**config.mk**
```make
export PLATFORM = sky130hd
export DESIGN_NAME = pmfw_ctrl
export DESIGN_NICKNAME = d
export VERILOG_FILES = /design/src/rtl/pmfw_pkg.sv /design/src/rtl/pmfw_ctrl.sv
export SDC_FILE = /design/constraint.sdc
export NUM_CORES = 2
export LEC_CHECK = 0
export ABC_AREA = 1
export BUFFER_PORTS_ARGS = -buffer_cell sky130_fd_sc_hd__buf_2
export CAP_MARGIN = 25
export CORE_MARGIN = 5
export CORE_UTILIZATION = 39
export DETAILED_ROUTE_END_ITERATION = 6
export PLACE_DENSITY = 0.67
export SYNTH_ARGS = -nofsm -noshare
export SYNTH_HDL_FRONTEND = slang
export SYNTH_SLANG_ARGS = --single-unit
```
**constraint.sdc**
```tcl
create_clock -name clk -period 47.9 [get_ports clk]
set_input_delay 14.37 -clock clk [delete_from_list [all_inputs] [get_ports clk]]
set_output_delay 14.37 -clock clk [all_outputs]
set_load 0.05 [all_outputs]
```
**src/rtl/pmfw_pkg.sv**
```systemverilog
// package of offsets, fields and timing for the page-mode flash write controller
package pmfw_pkg;
   // register byte offsets on the AHB-Lite slave
   localparam logic [7:0] OFF_CTRL = 8'h00;
   localparam logic [7:0] OFF_PAGE = 8'h04;
   localparam logic [7:0] OFF_LOAD = 8'h08;
   localparam logic [7:0] OFF_STAT = 8'h0C;
   localparam logic [7:0] OFF_READ = 8'h10;
   // control register bits
   localparam int CTRL_GO_WRITE = 0;
   localparam int CTRL_GO_ERASE = 1;
   localparam int CTRL_GO_UNPROT = 2;
   localparam int CTRL_USE_PROT = 3;
   // status register bits
   localparam int STAT_BUSY = 0;
   localparam int STAT_DONE = 1;
   localparam int STAT_FAIL = 2;
   localparam int STAT_PROT = 3;
   localparam int STAT_RDATA = 16;
   // geometry
   localparam int PAGE_BYTES = 128;
   localparam int PROT_LEN = 3;
   localparam int LONG_LEN = 6;
   localparam int CONFIRM_READS = 2;
   localparam logic [7:0] ERASED_BYTE = 8'hFF;
   // timing, in ns, and derived clock counts
   localparam int CLK_NS = 40;
   localparam int BYTE_LOAD_WINDOW_NS = 100_000;
   localparam int BYTE_LOAD_TIMEOUT_NS = 200_000;
   localparam int T_GLITCH_NS = 5;
   localparam int T_WRITE_MAX_NS = 10_000_000;
   localparam int BLC_CYC = BYTE_LOAD_WINDOW_NS / CLK_NS;
   localparam int BLCO_CYC = (BYTE_LOAD_TIMEOUT_NS + CLK_NS - 1) / CLK_NS;
   localparam int GLITCH_CYC = (T_GLITCH_NS + CLK_NS - 1) / CLK_NS;
   localparam int WRITE_MAX_CYC = T_WRITE_MAX_NS / CLK_NS;
   // strobe cycle phases: address, strobe low, strobe low, strobe high, release
   localparam logic [2:0] PH_LAST = 3'h4;
   localparam logic [2:0] PH_SAMPLE = 3'h3;
   // controller states
   typedef enum logic [2:0] {
      PMFW_IDLE, PMFW_SEQ, PMFW_LOAD, PMFW_WAIT, PMFW_POLL, PMFW_RD
   } pmfw_state_t;
   // operations
   typedef enum logic [1:0] {
      PMFW_OP_WRITE, PMFW_OP_ERASE, PMFW_OP_UNPROT, PMFW_OP_READ
   } pmfw_op_t;
endpackage : pmfw_pkg

```
**src/rtl/pmfw_ctrl.sv**
```systemverilog
// host-side controller that loads, writes, erases and polls a page-mode flash
//
// Function
// - optional protect prefix, byte loads, then timed write
// - one to 128 bytes per page load
// - only status reads while writing
// - every loaded byte shares one page address
// - next byte within 100 us keeps loading
// - confirm completion with two more reads
// - protected writes need prefix, unprotect six bytes
`timescale 1ns/1ps
`default_nettype none
module pmfw_ctrl
   import pmfw_pkg::*;
#(
   parameter int BLCO_WAIT = pmfw_pkg::BLCO_CYC + 16,
   parameter int WRITE_LIMIT = pmfw_pkg::WRITE_MAX_CYC,
   parameter logic [3*24-1:0] PROT_SEQ = 72'h0,
   parameter logic [6*24-1:0] UNPROT_SEQ = 144'h0,
   parameter logic [6*24-1:0] ERASE_SEQ = 144'h0
) (
   input wire logic clk, // 25 MHz clock
   input wire logic rst, // async reset, high
   input wire logic hsel, // slave select
   input wire logic [31:0] haddr, // byte address
   input wire logic [1:0] htrans, // transfer type
   input wire logic hwrite, // write when high
   input wire logic [2:0] hsize, // word only
   input wire logic [31:0] hwdata, // write data
   input wire logic hready, // bus ready
   output logic hreadyout, // always ready
   output logic [31:0] hrdata, // read data
   output logic hresp, // always okay
   output logic byte_space_select_n, // flash select, low active
   output logic wr_n, // flash write strobe
   output logic rd_n, // flash read strobe
   output logic [15:0] flash_addr, // flash address
   output logic [7:0] flash_dq_o, // data to flash
   output logic flash_dq_oe, // high while driving data
   input wire logic [7:0] flash_dq_i // data from flash
);
   import pmfw_pkg::*;

   ////////////////////////////////////////////////////////////////////////
   // bus slave
   logic wr_pend_q;
   logic [7:0] wr_off_q;
   logic [31:0] hrdata_q;
   logic use_prot_q;
   logic [8:0] page_q;
   logic busy_q;
   logic done_q;
   logic fail_q;
   logic prot_q;
   logic [7:0] rd_byte_q;
   logic [15:0] rd_addr_q;
   logic [7:0] buf_q [PAGE_BYTES];
   logic [PAGE_BYTES-1:0] valid_q;
   pmfw_state_t state_q;
   pmfw_op_t op_q;

   // address-phase decode
   wire addr_ok = hsel && htrans[1] && hready;
   wire [31:0] stat_word = {8'h00, rd_byte_q, 12'h000, prot_q, fail_q, done_q, busy_q};
   wire [31:0] rd_mux = (haddr[7:0] == OFF_CTRL) ? {28'h000_0000, use_prot_q, 3'h0} :
                        (haddr[7:0] == OFF_PAGE) ? {23'h00_0000, page_q} :
                        (haddr[7:0] == OFF_STAT) ? stat_word :
                        (haddr[7:0] == OFF_READ) ? {16'h0000, rd_addr_q} : 32'h0000_0000;
   // data-phase write strobes, ignored while busy
   wire wr_fire = wr_pend_q && !busy_q;
   wire go_write = wr_fire && wr_off_q == OFF_CTRL && hwdata[CTRL_GO_WRITE];
   wire go_erase = wr_fire && wr_off_q == OFF_CTRL && hwdata[CTRL_GO_ERASE];
   wire go_unprot = wr_fire && wr_off_q == OFF_CTRL && hwdata[CTRL_GO_UNPROT];
   wire go_read = wr_fire && wr_off_q == OFF_READ;
   wire load_we = wr_fire && wr_off_q == OFF_LOAD;
   wire [6:0] load_idx = hwdata[6:0];

   assign hreadyout = 1'b1;
   assign hresp = 1'b0;
   assign hrdata = hrdata_q;

   // address phase capture and read data
   always_ff @(posedge clk or posedge rst) begin
      if (rst) begin
         wr_pend_q <= 1'b0;
         wr_off_q <= 8'h00;
         hrdata_q <= 32'h0000_0000;
      end else begin
         wr_pend_q <= addr_ok && hwrite;
         if (addr_ok) begin
            wr_off_q <= haddr[7:0];
            hrdata_q <= rd_mux;
         end
      end
   end

   // settings registers
   always_ff @(posedge clk or posedge rst) begin
      if (rst) begin
         use_prot_q <= 1'b0;
         page_q <= 9'h000;
         rd_addr_q <= 16'h0000;
      end else if (wr_fire) begin
         if (wr_off_q == OFF_CTRL) use_prot_q <= hwdata[CTRL_USE_PROT];
         if (wr_off_q == OFF_PAGE) page_q <= hwdata[8:0];
         if (wr_off_q == OFF_READ) rd_addr_q <= hwdata[15:0];
      end
   end

   ////////////////////////////////////////////////////////////////////////
   // page image: one generate entry per byte
   logic [6:0] idx_q;
   wire clr_buf = (state_q == PMFW_WAIT) && (op_q == PMFW_OP_WRITE);
   for (genvar g = 0; g < PAGE_BYTES; g++) begin : g_buf
      always_ff @(posedge clk or posedge rst) begin
         if (rst) begin
            buf_q[g] <= ERASED_BYTE;
            valid_q[g] <= 1'b0;
         end else if (load_we && load_idx == 7'(g)) begin
            buf_q[g] <= hwdata[15:8];
            valid_q[g] <= 1'b1;
         end else if (clr_buf) begin
            valid_q[g] <= 1'b0; // unsent bytes are erased in the device
         end
      end
   end

   ////////////////////////////////////////////////////////////////////////
   // sequencer
   logic [2:0] ph_q;
   logic [2:0] seq_i_q;
   logic [19:0] tmr_q;
   logic [1:0] conf_q;
   logic tog_prev_q;
   logic have_prev_q;
   logic [15:0] last_addr_q;
   logic [7:0] last_data_q;

   // sequence entry selection
   wire [6*24-1:0] seq_vec = (op_q == PMFW_OP_ERASE) ? ERASE_SEQ :
                             (op_q == PMFW_OP_UNPROT) ? UNPROT_SEQ : {72'h0, PROT_SEQ};
   wire [2:0] seq_len = (op_q == PMFW_OP_WRITE) ? 3'(PROT_LEN) : 3'(LONG_LEN);
   wire [23:0] seq_ent = seq_vec[seq_i_q*24 +: 24];
   wire seq_last = seq_i_q == seq_len - 3'h1;
   wire load_here = valid_q[idx_q];
   // byte being offered and whether a strobe cycle runs
   wire in_seq = state_q == PMFW_SEQ;
   wire in_load = state_q == PMFW_LOAD;
   wire in_rd = state_q == PMFW_POLL || state_q == PMFW_RD;
   wire cyc_act = in_seq || (in_load && load_here) || in_rd;
   wire [15:0] cur_addr = in_seq ? seq_ent[23:8] : in_load ? {page_q, idx_q} :
                          (state_q == PMFW_RD) ? rd_addr_q : last_addr_q;
   wire [7:0] cur_data = in_seq ? seq_ent[7:0] : buf_q[idx_q];
   wire cyc_end = cyc_act && ph_q == PH_LAST;
   // completion checks on the sampled status byte
   wire poll_ok = rd_byte_q[7] == last_data_q[7];
   wire tog_ok = have_prev_q && rd_byte_q[6] == tog_prev_q;
   wire stat_ok = (op_q == PMFW_OP_WRITE) ? poll_ok : tog_ok;

   // flash pins, registered from phase so no decode glitch reaches them
   always_ff @(posedge clk or posedge rst) begin
      if (rst) begin
         byte_space_select_n <= 1'b1;
         wr_n <= 1'b1;
         rd_n <= 1'b1;
         flash_addr <= 16'h0000;
         flash_dq_o <= 8'h00;
         flash_dq_oe <= 1'b0;
      end else begin
         byte_space_select_n <= !(cyc_act && ph_q != PH_LAST);
         // write strobe two cycles wide, well above the glitch filter
         wr_n <= !(cyc_act && !in_rd && (ph_q == 3'h1 || ph_q == 3'h2));
         // read strobe never overlaps a write strobe
         rd_n <= !(cyc_act && in_rd && (ph_q == 3'h1 || ph_q == 3'h2));
         if (cyc_act && ph_q == 3'h0) begin
            flash_addr <= cur_addr;
            flash_dq_o <= cur_data;
         end
         // data held one cycle past the strobe rise
         flash_dq_oe <= cyc_act && !in_rd && ph_q != PH_LAST;
      end
   end

   // phase counter and byte bookkeeping
   always_ff @(posedge clk or posedge rst) begin
      if (rst) begin
         ph_q <= 3'h0;
         last_addr_q <= 16'h0000;
         last_data_q <= 8'h00;
         rd_byte_q <= 8'h00;
      end else begin
         ph_q <= (!cyc_act || cyc_end) ? 3'h0 : ph_q + 3'h1;
         if (cyc_act && ph_q == PH_SAMPLE && in_rd) rd_byte_q <= flash_dq_i;
         if (cyc_act && !in_rd && ph_q == 3'h0) begin
            last_addr_q <= cur_addr;
            last_data_q <= cur_data;
         end
      end
   end

   // main state machine
   always_ff @(posedge clk or posedge rst) begin
      if (rst) begin
         state_q <= PMFW_IDLE;
         op_q <= PMFW_OP_WRITE;
         busy_q <= 1'b0;
         done_q <= 1'b0;
         fail_q <= 1'b0;
         prot_q <= 1'b0; // device ships unprotected
         seq_i_q <= 3'h0;
         idx_q <= 7'h00;
         tmr_q <= 20'h0_0000;
         conf_q <= 2'h0;
         tog_prev_q <= 1'b0;
         have_prev_q <= 1'b0;
      end else begin
         case (state_q)
            PMFW_IDLE: begin
               seq_i_q <= 3'h0;
               idx_q <= 7'h00;
               tmr_q <= 20'h0_0000;
               conf_q <= 2'h0;
               have_prev_q <= 1'b0;
               if (go_write) begin
                  op_q <= PMFW_OP_WRITE;
                  done_q <= 1'b0;
                  // an empty page would launch nothing
                  fail_q <= ~|valid_q;
                  busy_q <= |valid_q;
                  // protected device needs the prefix
                  state_q <= ~|valid_q ? PMFW_IDLE :
                             (use_prot_q || prot_q) ? PMFW_SEQ : PMFW_LOAD;
               end else if (go_erase || go_unprot) begin
                  op_q <= go_erase ? PMFW_OP_ERASE : PMFW_OP_UNPROT;
                  done_q <= 1'b0;
                  fail_q <= 1'b0;
                  busy_q <= 1'b1;
                  state_q <= PMFW_SEQ;
               end else if (go_read) begin
                  op_q <= PMFW_OP_READ;
                  busy_q <= 1'b1;
                  state_q <= PMFW_RD;
               end
            end
            PMFW_SEQ: if (cyc_end) begin
               seq_i_q <= seq_i_q + 3'h1;
               if (seq_last) state_q <= (op_q == PMFW_OP_WRITE) ? PMFW_LOAD : PMFW_WAIT;
            end
            // bytes follow each other within 132 cycles, far inside the window
            PMFW_LOAD: if (!load_here || cyc_end) begin
               idx_q <= idx_q + 7'h01;
               if (idx_q == 7'(PAGE_BYTES - 1)) state_q <= PMFW_WAIT;
            end
            // quiet gap lets the load window expire and the write launch
            PMFW_WAIT: begin
               tmr_q <= tmr_q + 20'h0_0001;
               if (tmr_q == 20'(BLCO_WAIT)) state_q <= PMFW_POLL;
            end
            // status reads only until the launched cycle finishes
            PMFW_POLL: begin
               tmr_q <= tmr_q + 20'h0_0001;
               if (cyc_end) begin
                  tog_prev_q <= rd_byte_q[6];
                  have_prev_q <= 1'b1;
                  conf_q <= stat_ok ? conf_q + 2'h1 : 2'h0;
                  // one good read plus two confirming ones
                  if (stat_ok && conf_q == 2'(CONFIRM_READS)) begin
                     state_q <= PMFW_IDLE;
                     busy_q <= 1'b0;
                     done_q <= 1'b1;
                     // protection state is global to the array
                     if (op_q == PMFW_OP_UNPROT) prot_q <= 1'b0;
                     else if (op_q == PMFW_OP_WRITE && use_prot_q) prot_q <= 1'b1;
                  end
               end
               // a refused write leaves the device dark or stuck
               if (tmr_q == 20'(WRITE_LIMIT)) begin
                  state_q <= PMFW_IDLE;
                  busy_q <= 1'b0;
                  fail_q <= 1'b1;
               end
            end
            PMFW_RD: if (cyc_end) begin
               state_q <= PMFW_IDLE;
               busy_q <= 1'b0;
            end
            default: state_q <= PMFW_IDLE;
         endcase
      end
   end
endmodule : pmfw_ctrl
`default_nettype wire

```
# Yosys cells after proc, flatten, opt, wreduce, memory -nomap -nowiden
# Index checks and enable logic that the tools add are counted.
dict set report op_classes {
  n_addsub 6
  n_mul 1
  n_lt_le_gt_ge 2
  n_eq_ne 164
  n_shift 1
  n_mux 193
  bitwise 1
  n_reduce_logical 326
}
# operator n
set op_table {}
lappend op_table {{$eq 7x7->1 const B} 65}
lappend op_table {{$reduce_bool 2->1} 133}
lappend op_table {{$eq 7x6->1 const B} 32}
lappend op_table {{$logic_and 1x1->1} 154}
lappend op_table {{$mux 1} 148}
lappend op_table {{$shiftx 144x9->24 const A} 1}
lappend op_table {{$reduce_or 128->1} 1}
lappend op_table {{$eq 7x5->1 const B} 16}
lappend op_table {{$mux 24} 3}
lappend op_table {{$mux 16} 4}
lappend op_table {{$bmux 8 s7} 1}
lappend op_table {{$eq 7x4->1 const B} 8}
lappend op_table {{$mux 3} 15}
lappend op_table {{$pmux 20 s2} 1}
lappend op_table {{$eq 7x3->1 const B} 4}
lappend op_table {{$mux 8} 3}
lappend op_table {{$add 20x1->20 const B} 1}
lappend op_table {{$eq 20x13->1 const B} 1}
lappend op_table {{$eq 20x18->1 const B} 1}
lappend op_table {{$pmux 3 s6} 1}
lappend op_table {{$eq 8x3->1 const B} 2}
lappend op_table {{$eq 8x4->1 const B} 2}
lappend op_table {{$eq 8x5->1 const B} 2}
lappend op_table {{$logic_not 8->1} 2}
lappend op_table {{other kinds (42)} 93}
dict set report totals {
  register_bits 1325
  output_inout_bits 62
}

# Depth between registers and ports, before layout
dict set report logic_depth {
  ltp_word 9
  depth_mapped 19
  mapped_depth_nobuf 17
}

# Worst setup path before layout
# OpenSTA, ideal clock, no wires.
dict set report synth_path {
  kind {input port to flip-flop}
  from {in hwdata[4]}
  to {reg buf_q[896] (netlist name)}
  t_arrival_ps 15760
  required_ps 47821
  slack_ps 32061
  cell_stages 5
  n_path_buf 2
  path_cell_list {nor3_1 -> clkbuf_1 -> nand4_1 -> clkbuf_1 -> o21ai_0}
}
dict set report synth_via {
  elab_chain_len 2
}
# element line
set synth_rtl {}
lappend synth_rtl {{from (decl)} pmfw_ctrl.sv:29} ;# input wire logic [31:0] hwdata,
lappend synth_rtl {{$eq 7x4->1} pmfw_ctrl.sv:119} ;# end else if (load_we && load_idx == 7'(g)) begin
lappend synth_rtl {{$logic_and 1x1->1} pmfw_ctrl.sv:119}
lappend synth_rtl {{to (signal, indexed assignment)} pmfw_ctrl.sv:120} ;# buf_q[g] <= hwdata[15:8];
lappend synth_rtl {{to (decl)} pmfw_ctrl.sv:57} ;# logic [7:0] buf_q [PAGE_BYTES];
# No other way between the ends.
# A chain may end at the register's enable or synchronous reset.

==> impl_metrics.csv <==
group,metric,value,unit
run_status,status,"finished with violations",
run_status,violations,"DRC",
placed_design,portBuffers,89,
detailed_routing,num_vias,50300,
logic_synthesis,ys_seq_area_share,56.6,%
setup_path,crit_start,"rst",
final_layout,final_common_cell,"o21ai_0",
final_layout,syn_to_final_growth,11.0,%
timing,slew_headroom,25.1,%
detailed_routing,vias_per_cell,5.65,
floorplanning,std_cell_rows,144,
timing,finalWorstPathRequiredPeriod,17010,ps
setup_path,r2r_slack,41420,ps
detailed_routing,drc_errors,3,
power_and_ir_drop,p_per_area,35.0,nW/µm²
timing,skew,24.9,ps
setup_path,worstPathCellList,"buf_2 -> clkinvlp_4 -> buf_4 -> buf_4 -> buf_16 -> buf_4 -> buf_4 -> buf_16",
placed_design,dp_hpwl,101000,µm
floorplanning,core,154000,µm²
logic_synthesis,synth_top_area_cell,"dfstp_2",
setup_path,arrival,17870,ps
setup_path,cp_slowest_stage_delay,740,ps
logic_synthesis,synth-seq-cells,1310,
detailed_routing,ant_nets,0,
floorplanning,floorplan.initialDensity,39.1,%
global_routing,antenna_found_initial,7,
final_layout,n_fill_cell,14800,
setup_path,crit_required,48750,ps
clock_network,cts_sinks,1310,
setup_path,startpoint_type,"input port",
setup_path,path_delay_family,"buffers and inverters",
floorplanning,die_w,403,µm
worst_hold_path,worstHoldStart,"hrdata[5]$_DFFE_PP0P_",
power_and_ir_drop,p_leak,26.0,nW
clock_network,cts_max_level,4,
timing,period_share,35.5,%
setup_path,crit_path_end_kind,"asynchronous set/reset pin",
placed_design,placed_cells,8606,
detailed_routing,wl,179000,µm
setup_path,r2r-start,"idx_q[1]$_DFFE_PP0P_",
placed_design,place.gp.congestion,0.851,
timing,hold_viol_final,0,
logic_synthesis,async_flop_share,100,%
detailed_routing,dr.first_iter.drc_count,5335,
clock_network,cts_tree,"done",
setup_path,crit_path_frequent_cell,"buf_4",
floorplanning,die_area,162000,µm²
setup_path,crit_type,"input port to asynchronous set/reset pin",
clock_network,post_cts.repair.setup_buffers,0,
clock_network,cts-buffers-inserted,143,
final_layout,drive_above_1_share,21.7,%
detailed_routing,avgRoutedWirePerCell,20.2,µm
timing,fin_setup_tns,0,ps
final_layout,fin_cells,8893,
global_routing,grt_pass1_vias,47000,
logic_synthesis,syn_inst,6968,
logic_synthesis,synth_cell_types,48,
timing,final-setup-viol-count,0,
detailed_routing,dr.pass1.iters,7,
floorplanning,ios,144,
timing,slew_violations,0,
floorplanning,die_h,403,µm
clock_network,cts-root-buf,"clkbuf_16",
setup_path,crit_fanout,76,
setup_path,critPathBufInv,8,
logic_synthesis,ys_warn_count,0,
timing,timing.fmax,0.0588,GHz
final_layout,final_nets,6814,
logic_synthesis,synthTopCellsByArea,"dfstp_2, o21ai_0, dfrtp_1",
final_layout,final_cell_mix,"o21ai_0, nand2_1, dfstp_2",
global_routing,grt_pass1_wl,278000,µm
global_routing,gr-total-overflow,0,
timing,grt_setup_unrepaired,"false",
clock_network,cts_resized,0,
run,drv_cap,0,
logic_synthesis,avgSynthCellArea,8.64,µm²
worst_hold_path,hold_class,"flip-flop to flip-flop",
clock_network,clkSlewWorstSetupHoldPaths,60,ps
logic_synthesis,synth-main-ff-cell,"dfstp_2",
setup_path,cp_slowest_cell,"buf_4",
logic_synthesis,synth_area,60200,µm²
clock_network,insertion_delay,760,ps
clock_network,holdBufCountCts,0,
clock_network,ctsLongestPathBuffers,3,
logic_synthesis,synth_top_area_share,44.8,%
power_and_ir_drop,p_total,2.34,mW
power_and_ir_drop,vdd_drop_max,0.0305,mV
logic_synthesis,synth_edf_count,0,
global_routing,grt_max_degree,223,
timing,worst_slew_pin_slew,1120,ps
timing,hold_slack,469,ps
global_routing,grt_use_total,21.3,%
-- area by class of cell --
type | count | area (µm²) | share of cell area, %
tap | 2044 | 2560 | 3.82
clock inverter | 47 | 718 | 1.07
sequential | 1310 | 34100 | 51.0
clock buffer | 219 | 4290 | 6.41
timing repair buffer | 179 | 1430 | 2.14
multi-input combinational | 4843 | 22800 | 34.1
antenna | 6 | 15.0 | 0.0224
inverter | 245 | 970 | 1.45
-- registers in the layout, indices dropped and copies added, names as in the netlist, 3 cells and up --
register	flops
state_q	3
last_addr_q	16
buf_q	1024
hrdata	24
valid_q	128
seq_i_q	3
rd_byte_q	8
ph_q	3
idx_q	7
flash_addr	16
flash_dq_o	8
wr_off_q	8
page_q	9
rd_addr_q	16
tmr_q	20
-- through the flow --
step	util, %	setup WS (ps)	area [µm²]
after global placement	40.0	29410	61500
after floorplan	-	16250	60300
final	43.5	30890	66900
after CTS	43.2	30110	66500
after detailed placement	40.0	29310	61500
after global routing	43.5	30390	66900
-- worst register-to-register path: cells and delay by family (launching register included) --
family / cells / cell delay (ps)
AOI/OAI and AO/OA: 1 / 220
buffers and inverters: 5 / 2990
DFF: 1 / 690
and+or+nand+nor: 11 / 2460
-- path summary, 6_finish.rpt --
check	cells after the start	end
max	8	buf_q[986]$_DFFE_PP1P_
min	2	hrdata[5]$_DFFE_PP0P_
max reg2reg	17	flash_dq_o[6]$_DFFE_PP0P_
min reg2reg	2	hrdata[5]$_DFFE_PP0P_
max in group clk	5	buf_q[135]$_DFFE_PP1P_
min in group asynchronous	2	tmr_q[16]$_DFFE_PP0P_
-- synthesized netlist by cell type, drive strengths merged (4+ instances only) --
master     n
o21ai   1820
nand2   1508
dfstp   1027
nor2     611
clkbuf   412
dfrtp    283
inv      241
nand3    236
buf      166
o22ai    163
nand4    153
a21oi     79
o221ai    74
o211ai    68
nor3      27
nor4      25
a31oi     13
ha        10
o21bai     9
mux2       7
xor2       7
a22oi      4
clkinv     4
o31ai      4
-- cells by family after synthesis --
| kind of cell | Yosys count | synth area share [%] |
|---|---|---|
| buf+inv | 823 | 5.74 |
| other cells | 2 | 0.0125 |
| flops | 1310 | 56.6 |
| mux | 10 | 0.181 |
| fa+ha+maj | 10 | 0.208 |
| compound gates | 2242 | 19.9 |
| xor+xnor | 7 | 0.102 |
| simple gates | 2564 | 17.3 |
-- routing by layer --
layer / share of wire (%) / up-vias / track usage [%]
met4: 3.2 / 2 / 7.17
met2: 44 / 1930 / 32.7
li1: - / 23200 / -
met1: 44 / 24800 / 30.2
met5: 0.0084 / - / 0
met3: 8.4 / 314 / 4.47
-- where the power goes --
part | switching, mW | internal (mW)
clock | 0.462 | 0.702
sequential | 0.00113 | 1.11
combinational | 0.0545 | 0.00761
No activity file was read; power rests on OpenSTA's default activity.
